File: src/verilog/cbfm_params.svh
// constants of the can bus failure manager: detection counts, timeout defaults.
// assumes inclusion by the main module only.
`ifndef CBFM_PARAMS_SVH
`define CBFM_PARAMS_SVH
// pulse-count difference that declares a wire fault
`define CBFM_PULSE_DIFF 4
// consecutive pulses that end a wire fault
`define CBFM_RECOVER_PULSES 4
// default detection/recovery timeout in ns (timeout length is unspecified)
`define CBFM_TIMEOUT_NS 100000
`define CBFM_CLK_NS 4
`define CBFM_TIMEOUT_CYC ((`CBFM_TIMEOUT_NS + `CBFM_CLK_NS - 1) / `CBFM_CLK_NS)
`endif

File: src/verilog/cbfm_pkg.sv
// types of the can bus failure manager.
// assumes nothing of its surroundings.
package cbfm_pkg;
  // receiver routing
  typedef enum logic [2:0] {
    CBFM_RX_DIFF = 3'h1,
    CBFM_RX_CANH = 3'h2,
    CBFM_RX_CANL = 3'h4
  } cbfm_rx_type;
  // per-fault state for the timed cases
  typedef enum logic [2:0] {
    CBFM_ST_OK = 3'h1,
    CBFM_ST_FAULT = 3'h2,
    CBFM_ST_RECOV = 3'h4
  } cbfm_state_type;
endpackage

File: src/verilog/cbfm_timer.sv
// persistence timer: output goes high after cond held for timeout_cyc cycles.
// assumes cond is synchronous to sys_clk.
`timescale 1ns/10ps
module cbfm_timer #(
  parameter int CNT_W = 20
) (
  input wire logic sys_clk,
  input wire logic srst,
  input wire logic [CNT_W-1:0] timeout_cyc,
  input wire logic cond,
  output logic done
);
  logic [CNT_W-1:0] cnt_ff;
  // restart on any break of the condition, so glitches never accumulate
  always_ff @(posedge sys_clk) begin
    if (srst || !cond) begin
      cnt_ff <= '0;
    end else if (cnt_ff != timeout_cyc) begin
      cnt_ff <= cnt_ff + 1'b1;
    end
  end
  assign done = cond && (cnt_ff == timeout_cyc);
endmodule // cbfm_timer

File: src/verilog/cbfm_failure_manager.sv
// fault detection and management of a fault-tolerant low-speed can transceiver.
// assumes analog comparators arrive as levels synchronous to sys_clk.
//
// Overview of operation
// - driver off above 165C, back at 150C
// - normal mode: all detectors run, per-fault states
// - fault flag low on fault, high after recovery
// - cases 3,4,7 all modes; others normal only
// - canh open: count difference 4, stay differential
// - canl open: count difference 4, stay differential
// - canh to battery: timeout, canh single-ended off
// - shorts recover after recessive held one timeout
// - canl to ground: timeout, canl and termination off
// - canh to ground: count difference, stay differential
// - canl above 7.3V timeout: canl termination off
// - canl to canh: differential timeout, canh only
// - short cleared: termination on, flag low timeout
// - fault flag active low
`timescale 1ns/10ps
`include "cbfm_params.svh"
module cbfm_failure_manager #(
  parameter int TIMEOUT_CYC = `CBFM_TIMEOUT_CYC,
  parameter int CNT_W = 20
) (
  input wire logic sys_clk,
  input wire logic srst,
  input wire logic normal_mode,
  input wire logic temp_above_165,
  input wire logic temp_below_150,
  input wire logic canh_dominant,
  input wire logic canl_dominant,
  input wire logic canh_permanent_dom,
  input wire logic canl_permanent_dom,
  input wire logic diff_above_thresh,
  input wire logic canl_above_7v3,
  output logic driver_enable,
  output logic canh_driver_en,
  output logic canl_driver_en,
  output logic high_line_termination,
  output logic low_line_termination,
  output cbfm_pkg::cbfm_rx_type rx_select,
  output logic fault_n
);
  import cbfm_pkg::*;

  // ****************************************
  // thermal shutdown
  // ****************************************
  logic thermal_off_ff;
  // hysteresis band between the two comparators holds the last state
  always_ff @(posedge sys_clk) begin
    if (srst) begin
      thermal_off_ff <= 1'b0;
    end else if (temp_above_165) begin
      thermal_off_ff <= 1'b1;
    end else if (temp_below_150) begin
      thermal_off_ff <= 1'b0;
    end
  end

  // ****************************************
  // pulse-count detectors (cases 1,2,5-like counts, normal mode)
  // ****************************************
  logic canh_dom_d_ff, canl_dom_d_ff;
  logic [2:0] diff_cnt_ff; // pulses seen on either line alone
  logic [2:0] both_cnt_ff; // consecutive pulses seen on both lines
  logic wire_fault_ff;
  logic canh_edge, canl_edge;
  assign canh_edge = canh_dominant && !canh_dom_d_ff;
  assign canl_edge = canl_dominant && !canl_dom_d_ff;
  always_ff @(posedge sys_clk) begin
    if (srst) begin
      canh_dom_d_ff <= 1'b0;
      canl_dom_d_ff <= 1'b0;
    end else begin
      canh_dom_d_ff <= canh_dominant;
      canl_dom_d_ff <= canl_dominant;
    end
  end
  // a pulse on one line only counts toward a wire fault; pulses on both recover
  always_ff @(posedge sys_clk) begin
    if (srst || !normal_mode) begin
      diff_cnt_ff <= 3'h0;
      both_cnt_ff <= 3'h0;
      wire_fault_ff <= 1'b0;
    end else if (canh_edge && canl_edge) begin
      diff_cnt_ff <= 3'h0;
      if (wire_fault_ff && both_cnt_ff == 3'(`CBFM_RECOVER_PULSES - 1)) begin
        wire_fault_ff <= 1'b0;
        both_cnt_ff <= 3'h0;
      end else if (wire_fault_ff) begin
        both_cnt_ff <= both_cnt_ff + 3'h1;
      end
    end else if (canh_edge ^ canl_edge) begin
      both_cnt_ff <= 3'h0;
      if (diff_cnt_ff == 3'(`CBFM_PULSE_DIFF - 1)) begin
        wire_fault_ff <= 1'b1;
      end else begin
        diff_cnt_ff <= diff_cnt_ff + 3'h1;
      end
    end
  end

  // ****************************************
  // timed detectors, one shared timeout
  // ****************************************
  localparam int NT = 4;
  logic [NT-1:0] det_cond, rec_cond, det_done, rec_done, allowed;
  logic [NT-1:0] fault_ff, short_gone;
  // index 0 canh to battery/vcc, 1 canl to ground, 2 canl to battery, 3 canl to canh
  assign det_cond = {diff_above_thresh, canl_above_7v3, canl_permanent_dom, canh_permanent_dom};
  // a short still in place must never start the recovery timer, or the state would flap
  assign rec_cond = {!diff_above_thresh,
                     !canl_above_7v3,
                     !canl_permanent_dom && !diff_above_thresh,
                     !canh_permanent_dom && !diff_above_thresh};
  assign allowed = {1'b1, normal_mode, 1'b1, 1'b1};
  genvar gi;
  generate
    for (gi = 0; gi < NT; gi++) begin : g_timed
      cbfm_timer #(.CNT_W(CNT_W)) u_det (
        .sys_clk(sys_clk),
        .srst(srst),
        .timeout_cyc(CNT_W'(TIMEOUT_CYC)),
        .cond(det_cond[gi] && allowed[gi] && !fault_ff[gi]),
        .done(det_done[gi])
      );
      cbfm_timer #(.CNT_W(CNT_W)) u_rec (
        .sys_clk(sys_clk),
        .srst(srst),
        .timeout_cyc(CNT_W'(TIMEOUT_CYC)),
        .cond(rec_cond[gi] && fault_ff[gi]),
        .done(rec_done[gi])
      );
      // fault held until the recessive level persists a full timeout
      always_ff @(posedge sys_clk) begin
        if (srst || !allowed[gi]) begin
          fault_ff[gi] <= 1'b0;
        end else if (det_done[gi]) begin
          fault_ff[gi] <= 1'b1;
        end else if (rec_done[gi]) begin
          fault_ff[gi] <= 1'b0;
        end
      end
      assign short_gone[gi] = fault_ff[gi] && rec_cond[gi]; // short gone, timing
    end
  endgenerate

  // ****************************************
  // output steering
  // ****************************************
  logic any_fault;
  assign any_fault = wire_fault_ff || (|fault_ff);

  // thermal shutdown removes both line drivers through one enable
  always_ff @(posedge sys_clk) begin
    if (srst) begin
      driver_enable <= 1'b1;
    end else begin
      driver_enable <= !thermal_off_ff;
    end
  end

  // canh driver off only while the canh short-high fault is held, through its recovery timeout
  always_ff @(posedge sys_clk) begin
    if (srst) begin
      canh_driver_en <= 1'b1;
    end else begin
      canh_driver_en <= !fault_ff[0];
    end
  end

  // canl driver stays off through the whole canl-canh recovery timeout
  always_ff @(posedge sys_clk) begin
    if (srst) begin
      canl_driver_en <= 1'b1;
    end else begin
      canl_driver_en <= !(fault_ff[1] || fault_ff[3]);
    end
  end

  // high-line termination follows the canh driver
  always_ff @(posedge sys_clk) begin
    if (srst) begin
      high_line_termination <= 1'b1;
    end else begin
      high_line_termination <= !fault_ff[0];
    end
  end

  // canl termination returns as soon as the canl-canh short clears
  always_ff @(posedge sys_clk) begin
    if (srst) begin
      low_line_termination <= 1'b1;
    end else begin
      low_line_termination <= !(fault_ff[1] || fault_ff[2] ||
                                (fault_ff[3] && !short_gone[3]));
    end
  end

  // receiver routing: a canh short wins, since canl is then the only usable line
  always_ff @(posedge sys_clk) begin
    if (srst) begin
      rx_select <= CBFM_RX_DIFF;
    end else if (fault_ff[0]) begin
      rx_select <= CBFM_RX_CANL;
    end else if (|fault_ff[3:1]) begin
      rx_select <= CBFM_RX_CANH;
    end else begin
      rx_select <= CBFM_RX_DIFF;
    end
  end

  // fault flag low for as long as any detector holds a fault
  always_ff @(posedge sys_clk) begin
    if (srst) begin
      fault_n <= 1'b1;
    end else begin
      fault_n <= !any_fault;
    end
  end
endmodule // cbfm_failure_manager

File: config.mk
export PLATFORM = sky130hd
export DESIGN_NAME = cbfm_failure_manager
export DESIGN_NICKNAME = d
export VERILOG_FILES = /design/src/verilog/cbfm_pkg.sv /design/src/verilog/cbfm_timer.sv /design/src/verilog/cbfm_failure_manager.sv
export VERILOG_INCLUDE_DIRS = /design/src /design/src/verilog
export SDC_FILE = /design/constraint.sdc
export NUM_CORES = 1
export LEC_CHECK = 0
export ABC_AREA = 1
export BUFFER_PORTS_ARGS = -buffer_cell sky130_fd_sc_hd__buf_4
export CORE_ASPECT_RATIO = 0.9
export CORE_MARGIN = 2
export CORE_UTILIZATION = 68
export CTS_CLUSTER_DIAMETER = 100
export CTS_CLUSTER_SIZE = 20
export DETAILED_ROUTE_END_ITERATION = 10
export PLACE_DENSITY_LB_ADDON = 0.12
export SLEW_MARGIN = 30
export SYNTH_ARGS = -nofsm -noshare
export SYNTH_HDL_FRONTEND = slang
export SYNTH_SLANG_ARGS = --single-unit
File: constraint.sdc
create_clock -name sys_clk -period 2.39 [get_ports sys_clk]
set_input_delay 0.478 -clock sys_clk [delete_from_list [all_inputs] [get_ports sys_clk]]
set_output_delay 0.478 -clock sys_clk [all_outputs]
set_load 0.05 [all_outputs]
==> results by group, run 1 <==
Logic synthesis
  – Syn_nets: approximately 1500
  – Yosys Warn Count: 0
  – Synthesized flop and latch total: around 180
  – Top post-synthesis cells by area: dfxtp_1, nand2_1, nor2_1, a21oi_1, inv_1
  – Cells after Synth: between 1000 and 1500
  – Syn_area_per_cell: between 6 and 7 sq um
  – Synth area leader: dfxtp_1
  – Yosys cell types: 33
  – Area fraction of the dominant cell type after synthesis: just under 40%
  – Seq/Total Area, Yosys: 38.6%
  – Mapped Area: approximately 9400 sq um

Global route
  – Grt met2 use: 48.8%
  – GRT overflow: 0
  – Met3 GRT Util: under 10%
  – Global-route wire length before repair: 36600 um
  – Met1 GRT Util: between 40% and 50%
  – Busiest layer in global routing: met2
  – Number of global-route vias before repair: 8247
  – Maximum number of pins on one net before global-route repair: 21
  – Initial antenna violation count: 0
  – Total Routing Usage GR: 30.0%

Timing
  – Rel. slew slack: 52.9%
  – Period minus WS final: between 1.5 and 2 ns
  – Final Setup Violations: 0
  – Worst hold slack: between 0.2 and 0.25 ns
  – Worst-Margin Slew: 0.704 ns
  – Setup Skew: just over 0.01 ns
  – Final hold vios: 0
  – Max Clock Freq: around 560 MHz
  – Pins over their slew limit: 0
  – Fin crit share: 74.3%
  – RSZ-0062 raised after global routing: no
  – Final TNS setup: 0 ns

Power and ir drop
  – Overall power: 5.95 mW
  – Leakage: about 3.4 nW
  – Worst IR Drop VDD: ~0.00054 V
  – PD cells: approximately 580 nW/um^2

Detailed routing
  – Vias: 9359
  – First-pass iteration count of the detailed router: 7
  – Post-DRT Antenna Nets: 0
  – Initial DRC count: between 700 and 800
  – Vias per cell: 5.71
  – Final WL: approximately 22000 um
  – Post-DR wirelength/cell: between 10 and 15 um
  – Residual DRC count: 0

Clocking
  – Number of CTS-inserted buffers: 17
  – # Post-CTS Setup Buffers: 0
  – Clock latency on the worst-skew pair: around 0.44 ns
  – Clk slew on worst S/H paths: around 0.070 ns
  – Total number of clock tree sinks: between 150 and 200
  – CTS root buf: clkbuf_16
  – Max clock buf depth: 2
  – Max H-tree Level: 4
  – Post-CTS sizing: 0
  – CTS tree: done
  – Hold Buf Count CTS: 0

Worst hold path
  – Worst min path class: input pin to flip-flop
  – Hold path startpoint: temp_below_150

Floorplanning
  – Initial core utilization: 70.1%
  – Core footprint: between 10000 and 15000 sq um
  – Die width: 128 um
  – Die height: 116 um
  – I/O pin total: 20
  – Die area: between 10000 and 15000 sq um
  – Row cnt: 40

Worst setup path
  – Critical path fanouts, max: 7
  – Critical Path Source: g_timed[0].u_det.cnt_ff[0]$_SDFFE_PP0P_
  – Crit. End Element: flip-flop
  – Reg-to-Reg Start: g_timed[0].u_det.cnt_ff[0]$_SDFFE_PP0P_
  – Kind of critical path: flip-flop to flip-flop
  – WP data arrival: about 2.1 ns
  – Startpoint Class: flip-flop
  – WP data required: between 2 and 3 ns

Layout
  – Post-route cell area: ~10000 sq um
  – Share of post-route cells with drive strength above 1: ~6.7%
  – # diodes: 0
  – Final nets: 1490
  – Total area of multi-input combinational cells: about 5000 sq um
  – FF+latch area: approximately 3600 sq um
  – Filler cells: around 1100
  – Synth-to-layout area growth: 9.34%
  – Post-layout util: 76.6%

Placement
  – PortBufs: 19
  – DP Area: ~10000 sq um
  – Post-DP HPWL: roughly 16000 um
  – GPL Wtd Cong: 0.975

Run
  – Max-Cap Viols: 0

Run status
  – Status: completed
-- cell usage after synthesis --
library cell / number
a31oi_1: 1
nor3_1: 30
or3_1: 1
nand2_1: 323
nor2_4: 3
o21ai_1: 3
o21ai_0: 66
nor2_2: 4
a211oi_1: 1
a21boi_0: 1
nand4_1: 68
clkbuf_1: 1
nand3b_1: 9
nor4_1: 4
clkbuf_2: 1
nand3_1: 121
inv_2: 6
nor3_4: 1
or2_2: 11
or2_0: 6
buf_4: 2
a21oi_1: 137
nand2_2: 4
inv_1: 176
dfxtp_1: 182
buf_2: 11
clkinv_1: 1
xor2_1: 4
nor3_2: 10
o21a_1: 4
nor2_1: 214
nand3_2: 4
ha_1: 21
-- worst paths after layout --
path,cells after the start,endpoint,slack [ns]
setup / recovery,8,g_timed[0].u_det.cnt_ff[14]$_SDFFE_PP0P_,0.62
hold / removal,2,thermal_off_ff$_SDFFE_PP0P_,0.24
setup reg to reg,8,g_timed[0].u_det.cnt_ff[14]$_SDFFE_PP0P_,0.62
hold reg to reg,2,g_timed[3].u_det.cnt_ff[19]$_SDFFE_PP0P_,0.47
-- final cells by class --
class                   count  share of cell area, %
multi-input cells        1051                   48.7
flip-flops and latches    182                   35.3
inverters                 183                   6.66
clock buffers              17                   4.13
well taps                 168                   2.04
repair buffers             23                   1.67
clock inverters            15                   1.47
-- power breakdown --
| group | internal [mW] | switching (mW) | total, mW |
|---|---|---|---|
| combinational | 0.0411 | 0.0828 | 0.124 |
| sequential | 3.04 | 0.0127 | 3.06 |
| clock | 1.55 | 1.22 | 2.77 |
| total | 4.63 | 1.32 | 5.95 |
-- cells by family after synthesis --
kind of cell	after synthesis	share of synthesized area [%]
simple gates	813	38.6
flops	182	38.6
buf+inv	198	8.12
compound gates	213	11.5
xor+xnor	4	0.371
fa+ha+maj	21	2.79
-- layer usage --
metal  up-vias  part of all wire, %  routed length [um]
li1       4762                    -                   -
met1      4244                   47               10200
met2       317                   45                9780
met3        36                  6.1                1310
met4         0                  1.6                 350
met5         -                    0                   0
-- sequential cells by signal, summed over array words and instances, names as in the netlist --
| register | flops |
|---|---|
| g_timed.u_det.cnt_ff | 80 |
| g_timed.u_rec.cnt_ff | 80 |
| fault_ff | 4 |
| both_cnt_ff | 3 |
| diff_cnt_ff | 3 |
| rx_select | 3 |
| canh_dom_d_ff | 1 |
| canl_dom_d_ff | 1 |
| canl_driver_en | 1 |
| driver_enable | 1 |
| fault_n | 1 |
| high_line_termination | 1 |
| low_line_termination | 1 |
| thermal_off_ff | 1 |
| wire_fault_ff | 1 |
-- worst max-delay path, stage by stage, from the launching register on --
cell and delay, ns:
dfxtp_1 0.44, ha_1 0.34, nand3_2 0.14, nor3_2 0.30, nand2_1 0.14, nor2_1 0.15
nand2_1 0.06, nand2_1 0.06, nor2_1 0.04
-- cells in the final DEF (no fill, tap or decap), types with 2 or more instances in the layout --
cell type  netlist  layout
inv_2            6       6
clkbuf_16        0      17
clkinv_4         0       2
clkinv_2         0       6
nor3_2          10      10
nand3_2          4       4
nand4_1         68      68
a21oi_1        137     137
nand3_1        121     121
nor2_2           4       4
or2_2           11      11
ha_1            21      21
nor2_4           3       3
nand2_1        323     323
xor2_1           4       4
nor4_1           4       4
or2_0            6       6
buf_4            2      23
nand3b_1         9       9
inv_6            0       5
bufinv_16        0       2
o21a_1           4       4
nor3_1          30      30
o21ai_1          3       3
inv_1          176     176
nor2_1         214     214
nand2_2          4       4
dfxtp_1        182     182
o21ai_0         66      66
-- stage by stage --
step	setup WS, ns	std cells
detailed placement	0.609	1607
global route	0.395	1639
CTS	0.633	1639
global placement	0.686	1607
floorplan	0.915	1431
finish	0.615	1639
(Power assumes the default switching activity.)
==> inputs of run 2 (changes only) <==
--- a/config.mk
+++ b/config.mk
@@ -10,7 +10,7 @@
 export BUFFER_PORTS_ARGS = -buffer_cell sky130_fd_sc_hd__buf_4
 export CORE_ASPECT_RATIO = 0.9
 export CORE_MARGIN = 2
-export CORE_UTILIZATION = 68
+export CORE_UTILIZATION = 57
 export CTS_CLUSTER_DIAMETER = 100
 export CTS_CLUSTER_SIZE = 20
 export DETAILED_ROUTE_END_ITERATION = 10
==> constraint.sdc (replaced) <==
create_clock -name sys_clk -period 1.5 [get_ports sys_clk]
set_input_delay 0.3 -clock sys_clk [delete_from_list [all_inputs] [get_ports sys_clk]]
set_output_delay 0.3 -clock sys_clk [all_outputs]
set_load 0.05 [all_outputs]
==> run 2 against run 1 <==
  * Register-to-register slack lost 0.52 ns
  * Worst setup slack lost 0.52 ns
  * Critical path type unchanged
  * Sequential cell count is the same
  * Maximum frequency grew 26%
  * Global-route usage shrank 4.9 points
  * Critical path depth shrank 2
  * Highest routed layer unchanged
  * Final cell count grew 4.7%
  * Clock power grew 82%
  * Routed wire length grew 2.2%
==> results by group, run 2 (synthesized netlist as in run 1, its figures left out) <==
Global route
  – Busiest layer in global routing: met2 (unchanged)
  – Met1 GRT Util: 35.3% (was 41.2%)
  – Initial antenna violation count: 0 (unchanged)
  – Total Routing Usage GR: 25.1% (was 30.0%)
  – Number of global-route vias before repair: 8317 (was 8247)
  – Global-route wire length before repair: 37500 um (was 36600 um)
  – Grt met2 use: 40.2% (was 48.8%)
  – Met3 GRT Util: 4.90% (was 4.11%)
  – Maximum number of pins on one net before global-route repair: 21 (unchanged)
  – GRT overflow: 0 (unchanged)

Clocking
  – Max H-tree Level: 4 (unchanged)
  – Number of CTS-inserted buffers: 17 (unchanged)
  – Clk slew on worst S/H paths: 0.07 ns (about the same)
  – CTS tree: done (unchanged)
  – CTS root buf: clkbuf_16 (unchanged)
  – Total number of clock tree sinks: 182 (unchanged)
  – Hold Buf Count CTS: 0 (unchanged)
  – Clock latency on the worst-skew pair: 0.44 ns (about the same)
  – Max clock buf depth: 2 (unchanged)

Floorplanning
  – Row cnt: 44 (was 40)
  – Core footprint: 16200 sq um (was 13500 sq um)
  – I/O pin total: 20 (unchanged)
  – Initial core utilization: 58.3% (was 70.1%)
  – Die area: 17600 sq um (was 14800 sq um)
  – Die height: 126 um (was 116 um)
  – Die width: 140 um (was 128 um)

Timing
  – Period minus WS final: 1.41 ns (was 1.77 ns)
  – Max Clock Freq: 712 MHz (was 563 MHz)
  – Pins over their slew limit: 0 (unchanged)
  – Final TNS setup: 0 ns (unchanged)
  – Rel. slew slack: 67.7% (was 52.9%)
  – Fin crit share: 93.7% (was 74.3%)
  – Final Setup Violations: 0 (unchanged)
  – Setup Skew: 0.00970 ns (was 0.0102 ns)
  – Worst-Margin Slew: 0.481 ns (was 0.704 ns)
  – Final hold vios: 0 (unchanged)

Power and ir drop
  – PD cells: 922 nW/um^2 (was 577 nW/um^2)
  – Leakage: 3.68 nW (was 3.38 nW)
  – Worst IR Drop VDD: 0.00105 V (was 0.000540 V)
  – Overall power: 10.1 mW (was 5.95 mW)

Worst hold path
  – Hold path startpoint: temp_below_150 (unchanged)
  – Worst min path class: input pin to flip-flop (unchanged)

Worst setup path
  – Reg-to-Reg Start: g_timed[0].u_rec.cnt_ff[0]$_SDFFE_PP0P_ (was g_timed[0].u_det.cnt_ff[0]$_SDFFE_PP0P_)
  – Startpoint Class: flip-flop (unchanged)
  – Worst path bufs/invs: 1 (was 0)
  – Kind of critical path: flip-flop to flip-flop (unchanged)
  – Critical Path Source: g_timed[0].u_rec.cnt_ff[0]$_SDFFE_PP0P_ (was g_timed[0].u_det.cnt_ff[0]$_SDFFE_PP0P_)
  – Crit-path max cell delay: 0.38 ns (was 0.44 ns)
  – CP delay by family, top: simple AND/OR/NAND/NOR gates (unchanged)
  – WP data required: 1.87 ns (was 2.73 ns)
  – CP max-delay cell: dfxtp_4 (was dfxtp_1)
  – Crit. End Element: flip-flop (unchanged)
  – Worst-path cell chain: ha_2 -> nand3_1 -> inv_2 -> nand2_1 -> or2_2 -> a21oi_1 (was ha_1 -> nand3_2 -> nor3_2 -> nand2_1 -> nor2_1 -> nand2_1 -> nand2_1 -> nor2_1)
  – FF-to-FF setup slack: 0.09 ns (was 0.62 ns)
  – Critical path fanouts, max: 6 (was 7)
  – WP data arrival: 1.77 ns (was 2.11 ns)

Detailed routing
  – Vias: 9325 (was 9359)
  – Post-DR wirelength/cell: 12.9 um (was 13.2 um)
  – Initial DRC count: 638 (was 741)
  – Vias per cell: 5.43 (was 5.71)
  – Post-DRT Antenna Nets: 0 (unchanged)
  – Residual DRC count: 0 (unchanged)
  – First-pass iteration count of the detailed router: 6 (was 7)
  – Final WL: 22100 um (was 21600 um)

Layout
  – Share of post-route cells with drive strength above 1: 13.1% (was 6.66%)
  – # diodes: 0 (unchanged)
  – Synth-to-layout area growth: 16.5% (was 9.34%)
  – Commonest cells after routing, fill and taps aside: nand2_1, nor2_1, inv_1 (was nand2_1, nor2_1, dfxtp_1)
  – Most common cell after layout, fill and taps aside: nand2_1 (unchanged)
  – Largest registers: g_timed.u_det.cnt_ff x80, g_timed.u_rec.cnt_ff x80, fault_ff x4 (unchanged)
  – Final nets: 1528 (was 1490)

Run status
  – Status: completed (unchanged)

Placement
  – GPL Wtd Cong: 0.912 (was 0.975)
  – Post-DP HPWL: 15900 um (was 15600 um)
  – PortBufs: 19 (unchanged)

Run
  – Max-Cap Viols: 0 (unchanged)
==> run 2: stage by stage <==
| stage | instances | hold WS (ns) | utilization, % | worst slack (ns) | area, sq um |
|---|---|---|---|---|---|
| floorplan | 1431 | 0.366 | - | 0.0248 | 9430 |
| global placement | 1680 | 0.371 | 62.2 | 0.0383 | 10100 |
| detailed placement | 1680 | 0.392 | 62.2 | -0.0131 | 10100 |
| CTS | 1712 | 0.0625 | 66.3 | 0.00270 | 10700 |
| global route | 1716 | 0.0747 | 67.9 | -0.0791 | 11000 |
| finish | 1716 | 0.0637 | 67.9 | 0.0946 | 11000 |
==> run 2: report_power, final <==
part | internal, mW | switching, mW | leakage [nW]
logic | 0.0850 | 0.142 | 1.88
registers | 4.85 | 0.0157 | 1.48
clock network | 3.10 | 1.94 | 0.319
total | 8.03 | 2.09 | 3.68
==> run 2: repair_timing <==
| item | in CTS | in global routing |
|---|---|---|
| buffers inserted | 0 | 4 |
| setup endpoints to repair | 2 | 56 |
| pin swaps | 0 | 8 |
| gates resized for setup | 2 | 75 |
| endpoints found under the hold margin | 0 | 0 |
==> run 2: per-layer routing <==
layer  routed length [um]  up-vias  part of all wire [%]
li1                     -     4840                     -
met1                10700     4236                    49
met2                 9930      228                    45
met3                 1190       21                   5.4
met4                  223        0                   1.0
met5                    0        -                     0
==> run 2: path summary, 6_finish.rpt <==
check	endpoint	cells past startpoint
min reg2reg	driver_enable$_SDFF_PP1_	1
max	g_timed[0].u_rec.cnt_ff[8]$_SDFFE_PP0P_	6
max reg2reg	g_timed[0].u_rec.cnt_ff[8]$_SDFFE_PP0P_	6
min	thermal_off_ff$_SDFFE_PP0P_	2
==> run 2: final cells by class <==
class / count / area, sq um
Tap cell: 207 / 259
Timing Repair Buffer: 61 / 483
Clock buffer: 21 / 470
Inverter: 183 / 687
Fill cell: 1430 / 5200
Multi-Input combinational cell: 1051 / 5220
Clock inverter: 11 / 196
Sequential cell: 182 / 3680
==> inputs of run 3 (changes only) <==
--- a/config.mk
+++ b/config.mk
@@ -9,9 +9,8 @@
 export ABC_AREA = 1
 export BUFFER_PORTS_ARGS = -buffer_cell sky130_fd_sc_hd__buf_4
 export CORE_ASPECT_RATIO = 0.9
-export CORE_MARGIN = 2
 export CORE_UTILIZATION = 57
-export CTS_CLUSTER_DIAMETER = 100
+export CTS_CLUSTER_DIAMETER = 120
 export CTS_CLUSTER_SIZE = 20
 export DETAILED_ROUTE_END_ITERATION = 10
 export PLACE_DENSITY_LB_ADDON = 0.12
==> run 3 against run 2 <==
  * Clock-buffer cell count stayed put
  * Worst setup slack worse by 0.032 ns
  * Sequential cell count stayed put
  * Clock skew is 0.0012 ns lower
  * First-iteration DRC count is 8.6% lower
  * Sequential share of layout area is 0.21 points higher
  * Critical path depth is 1 higher
  * Final cell count is 0.12% lower
  * Design area is 0.90% lower
  * Critical path type unchanged
==> results by group, run 3 (synthesized netlist as in run 1, its figures left out) <==
Run status
  – Status: completed (unchanged)

Power and ir drop
  – Leakage: 3.65 nW (was 3.68 nW)
  – Clock network power share: 48.6% (was 49.7%)
  – NetSw: 2.05 mW (was 2.09 mW)
  – Logic pwr share: 2.4% (was 2.2%)
  – Switching share of power: 20.7% (about the same)
  – Worst IR Drop VDD: 0.000998 V (was 0.00105 V)
  – Reg power frac: 49.1% (was 48.1%)
  – Internal power: 7.87 mW (was 8.03 mW)
  – PD cells: 911 nW/um^2 (was 922 nW/um^2)

Global route
  – Number of global-route vias before repair: 8003 (was 8317)
  – Initial antenna violation count: 0 (unchanged)
  – GRT overflow: 0 (unchanged)
  – Total Routing Usage GR: 25.8% (was 25.1%)
  – Global-route wire length before repair: 35500 um (was 37500 um)
  – Maximum number of pins on one net before global-route repair: 21 (unchanged)

Layout
  – Non-Filler Instances: 1714 (was 1716)
  – Most common cell after layout, fill and taps aside: nand2_1 (unchanged)
  – Largest registers: g_timed.u_det.cnt_ff x80, g_timed.u_rec.cnt_ff x80, fault_ff x4 (unchanged)
  – Share of post-route cells with drive strength above 1: 12.1% (was 13.1%)
  – Total area of multi-input combinational cells: 5180 sq um (was 5220 sq um)
  – # diodes: 0 (unchanged)
  – Post-route cell area: 10900 sq um (was 11000 sq um)
  – FF+latch area: 3670 sq um (was 3680 sq um)
  – Filler cells: 1419 (was 1430)
  – Final nets: 1526 (was 1528)
  – Synth-to-layout area growth: 15.5% (was 16.5%)
  – Commonest cells after routing, fill and taps aside: nand2_1, nor2_1, inv_1 (unchanged)

Worst setup path
  – Startpoint Class: flip-flop (unchanged)
  – Crit. End Element: flip-flop (unchanged)
  – Kind of critical path: flip-flop to flip-flop (unchanged)
  – Critical path fanouts, max: 5 (was 6)
  – WP data arrival: 1.75 ns (was 1.77 ns)
  – WP data required: 1.81 ns (was 1.87 ns)

Floorplanning
  – Die area: 17100 sq um (was 17600 sq um)
  – Row cnt: 44 (unchanged)
  – Die width: 138 um (was 140 um)
  – I/O pin total: 20 (unchanged)
  – Core footprint: 16100 sq um (was 16200 sq um)
  – Die height: 124 um (was 126 um)
  – Initial core utilization: 58.5% (was 58.3%)

Clocking
  – Total number of clock tree sinks: 182 (unchanged)
  – Clock latency on the worst-skew pair: 0.43 ns (was 0.44 ns)
  – CTS tree: done (unchanged)
  – Number of CTS-inserted buffers: 17 (unchanged)
  – Max H-tree Level: 4 (unchanged)
  – Max clock buf depth: 2 (unchanged)
  – Clk slew on worst S/H paths: 0.07 ns (about the same)
  – CTS root buf: clkbuf_16 (unchanged)

Timing
  – RSZ-0062 raised after global routing: yes
  – Setup Skew: 0.00851 ns (was 0.00970 ns)
  – Worst-Margin Slew: 0.432 ns (was 0.481 ns)
  – Max Clock Freq: 696 MHz (was 712 MHz)
  – Period minus WS final: 1.44 ns (was 1.41 ns)
  – Final Setup Violations: 0 (unchanged)
  – Worst hold slack: 0.0772 ns (was 0.0637 ns)
  – Fin crit share: 95.8% (was 93.7%)
  – Rel. slew slack: 71.0% (was 67.7%)
  – Pins over their slew limit: 0 (unchanged)
  – Final hold vios: 0 (unchanged)

Placement
  – PortBufs: 19 (unchanged)
  – GPL Wtd Cong: 0.920 (was 0.912)
  – Inst Count DP: 1681 (was 1680)
  – DP Area: 10100 sq um (about the same)
  – Post-DP HPWL: 15900 um (about the same)

Detailed routing
  – Vias: 9251 (was 9325)
  – Final WL: 21800 um (was 22100 um)
  – Post-DR wirelength/cell: 12.7 um (was 12.9 um)
  – Residual DRC count: 0 (unchanged)
  – First-pass iteration count of the detailed router: 6 (unchanged)
  – Post-DRT Antenna Nets: 0 (unchanged)
  – Vias per cell: 5.40 (was 5.43)
  – Initial DRC count: 583 (was 638)

Run
  – Max-Cap Viols: 0 (unchanged)

Worst hold path
  – Worst min path class: input pin to flip-flop (unchanged)
-- run 3: power by group through the flow --
stage / Sequential, mW / Combinational (mW) / Clock (mW)
after global placement: 4.98 / 0.222 / 0
final: 4.87 / 0.234 / 4.82
after detailed placement: 4.98 / 0.229 / 0
after global routing: 4.87 / 0.258 / 5.09
after CTS: 4.87 / 0.231 / 4.88
after floorplan: 4.98 / 0.122 / 0
-- run 3: layer usage --
| metal | track usage [%] | part of all wire (%) |
|---|---|---|
| met1 | 34.8 | 48 |
| met4 | 6.80 | 0.82 |
| met2 | 42.1 | 46 |
| met3 | 4.84 | 4.9 |
| met5 | 0 | 0 |
-- run 3: critical path, cell delays in order, from the launching register on --
cell and delay (ns):
dfxtp_1 0.38, ha_1 0.22, nand2_1 0.11, nor3_1 0.16, buf_4 0.17, nand2_1 0.05, o21ai_0 0.14, a21oi_1 0.08
-- run 3: final timing paths --
check,startpoint,endpoint,slack (ns),cells after the start
max,g_timed[3].u_rec.cnt_ff[1]$_SDFFE_PP0P_,g_timed[3].u_rec.cnt_ff[18]$_SDFFE_PP0P_,0.06,7
min,temp_below_150,thermal_off_ff$_SDFFE_PP0P_,0.08,2
max reg2reg,g_timed[3].u_rec.cnt_ff[1]$_SDFFE_PP0P_,g_timed[3].u_rec.cnt_ff[18]$_SDFFE_PP0P_,0.06,7
min reg2reg,thermal_off_ff$_SDFFE_PP0P_,driver_enable$_SDFF_PP1_,0.43,1
-- run 3: stage by stage --
step / utilization [%] / total power, mW / TNS [ns] / setup WS [ns]
floorplan: - / 5.10 / 0 / 0.0248
global placement: 62.4 / 5.20 / 0 / 0.0453
global route: 67.5 / 10.2 / -0.0999 / -0.0297
detailed placement: 62.4 / 5.20 / -0.0194 / -0.0110
finish: 67.5 / 9.92 / 0 / 0.0626
CTS: 66.4 / 9.98 / 0 / 0.00438
-- run 3: cell type report --
| cell class | count | share of cell area (%) |
|---|---|---|
| Clock inverter | 11 | 1.57 |
| Multi-Input combinational cell | 1051 | 47.6 |
| Inverter | 183 | 6.31 |
| Sequential cell | 182 | 33.7 |
| Timing Repair Buffer | 59 | 4.18 |
| Tap cell | 207 | 2.38 |
| Clock buffer | 21 | 4.32 |
-- run 3: repair_timing --
action	in CTS	in global routing
hold buffers	0	0
gates resized for setup	1	61
pin swaps	0	6
setup buffers	0	1
endpoints found under the hold margin	0	0
endpoints found under the setup margin	1	56
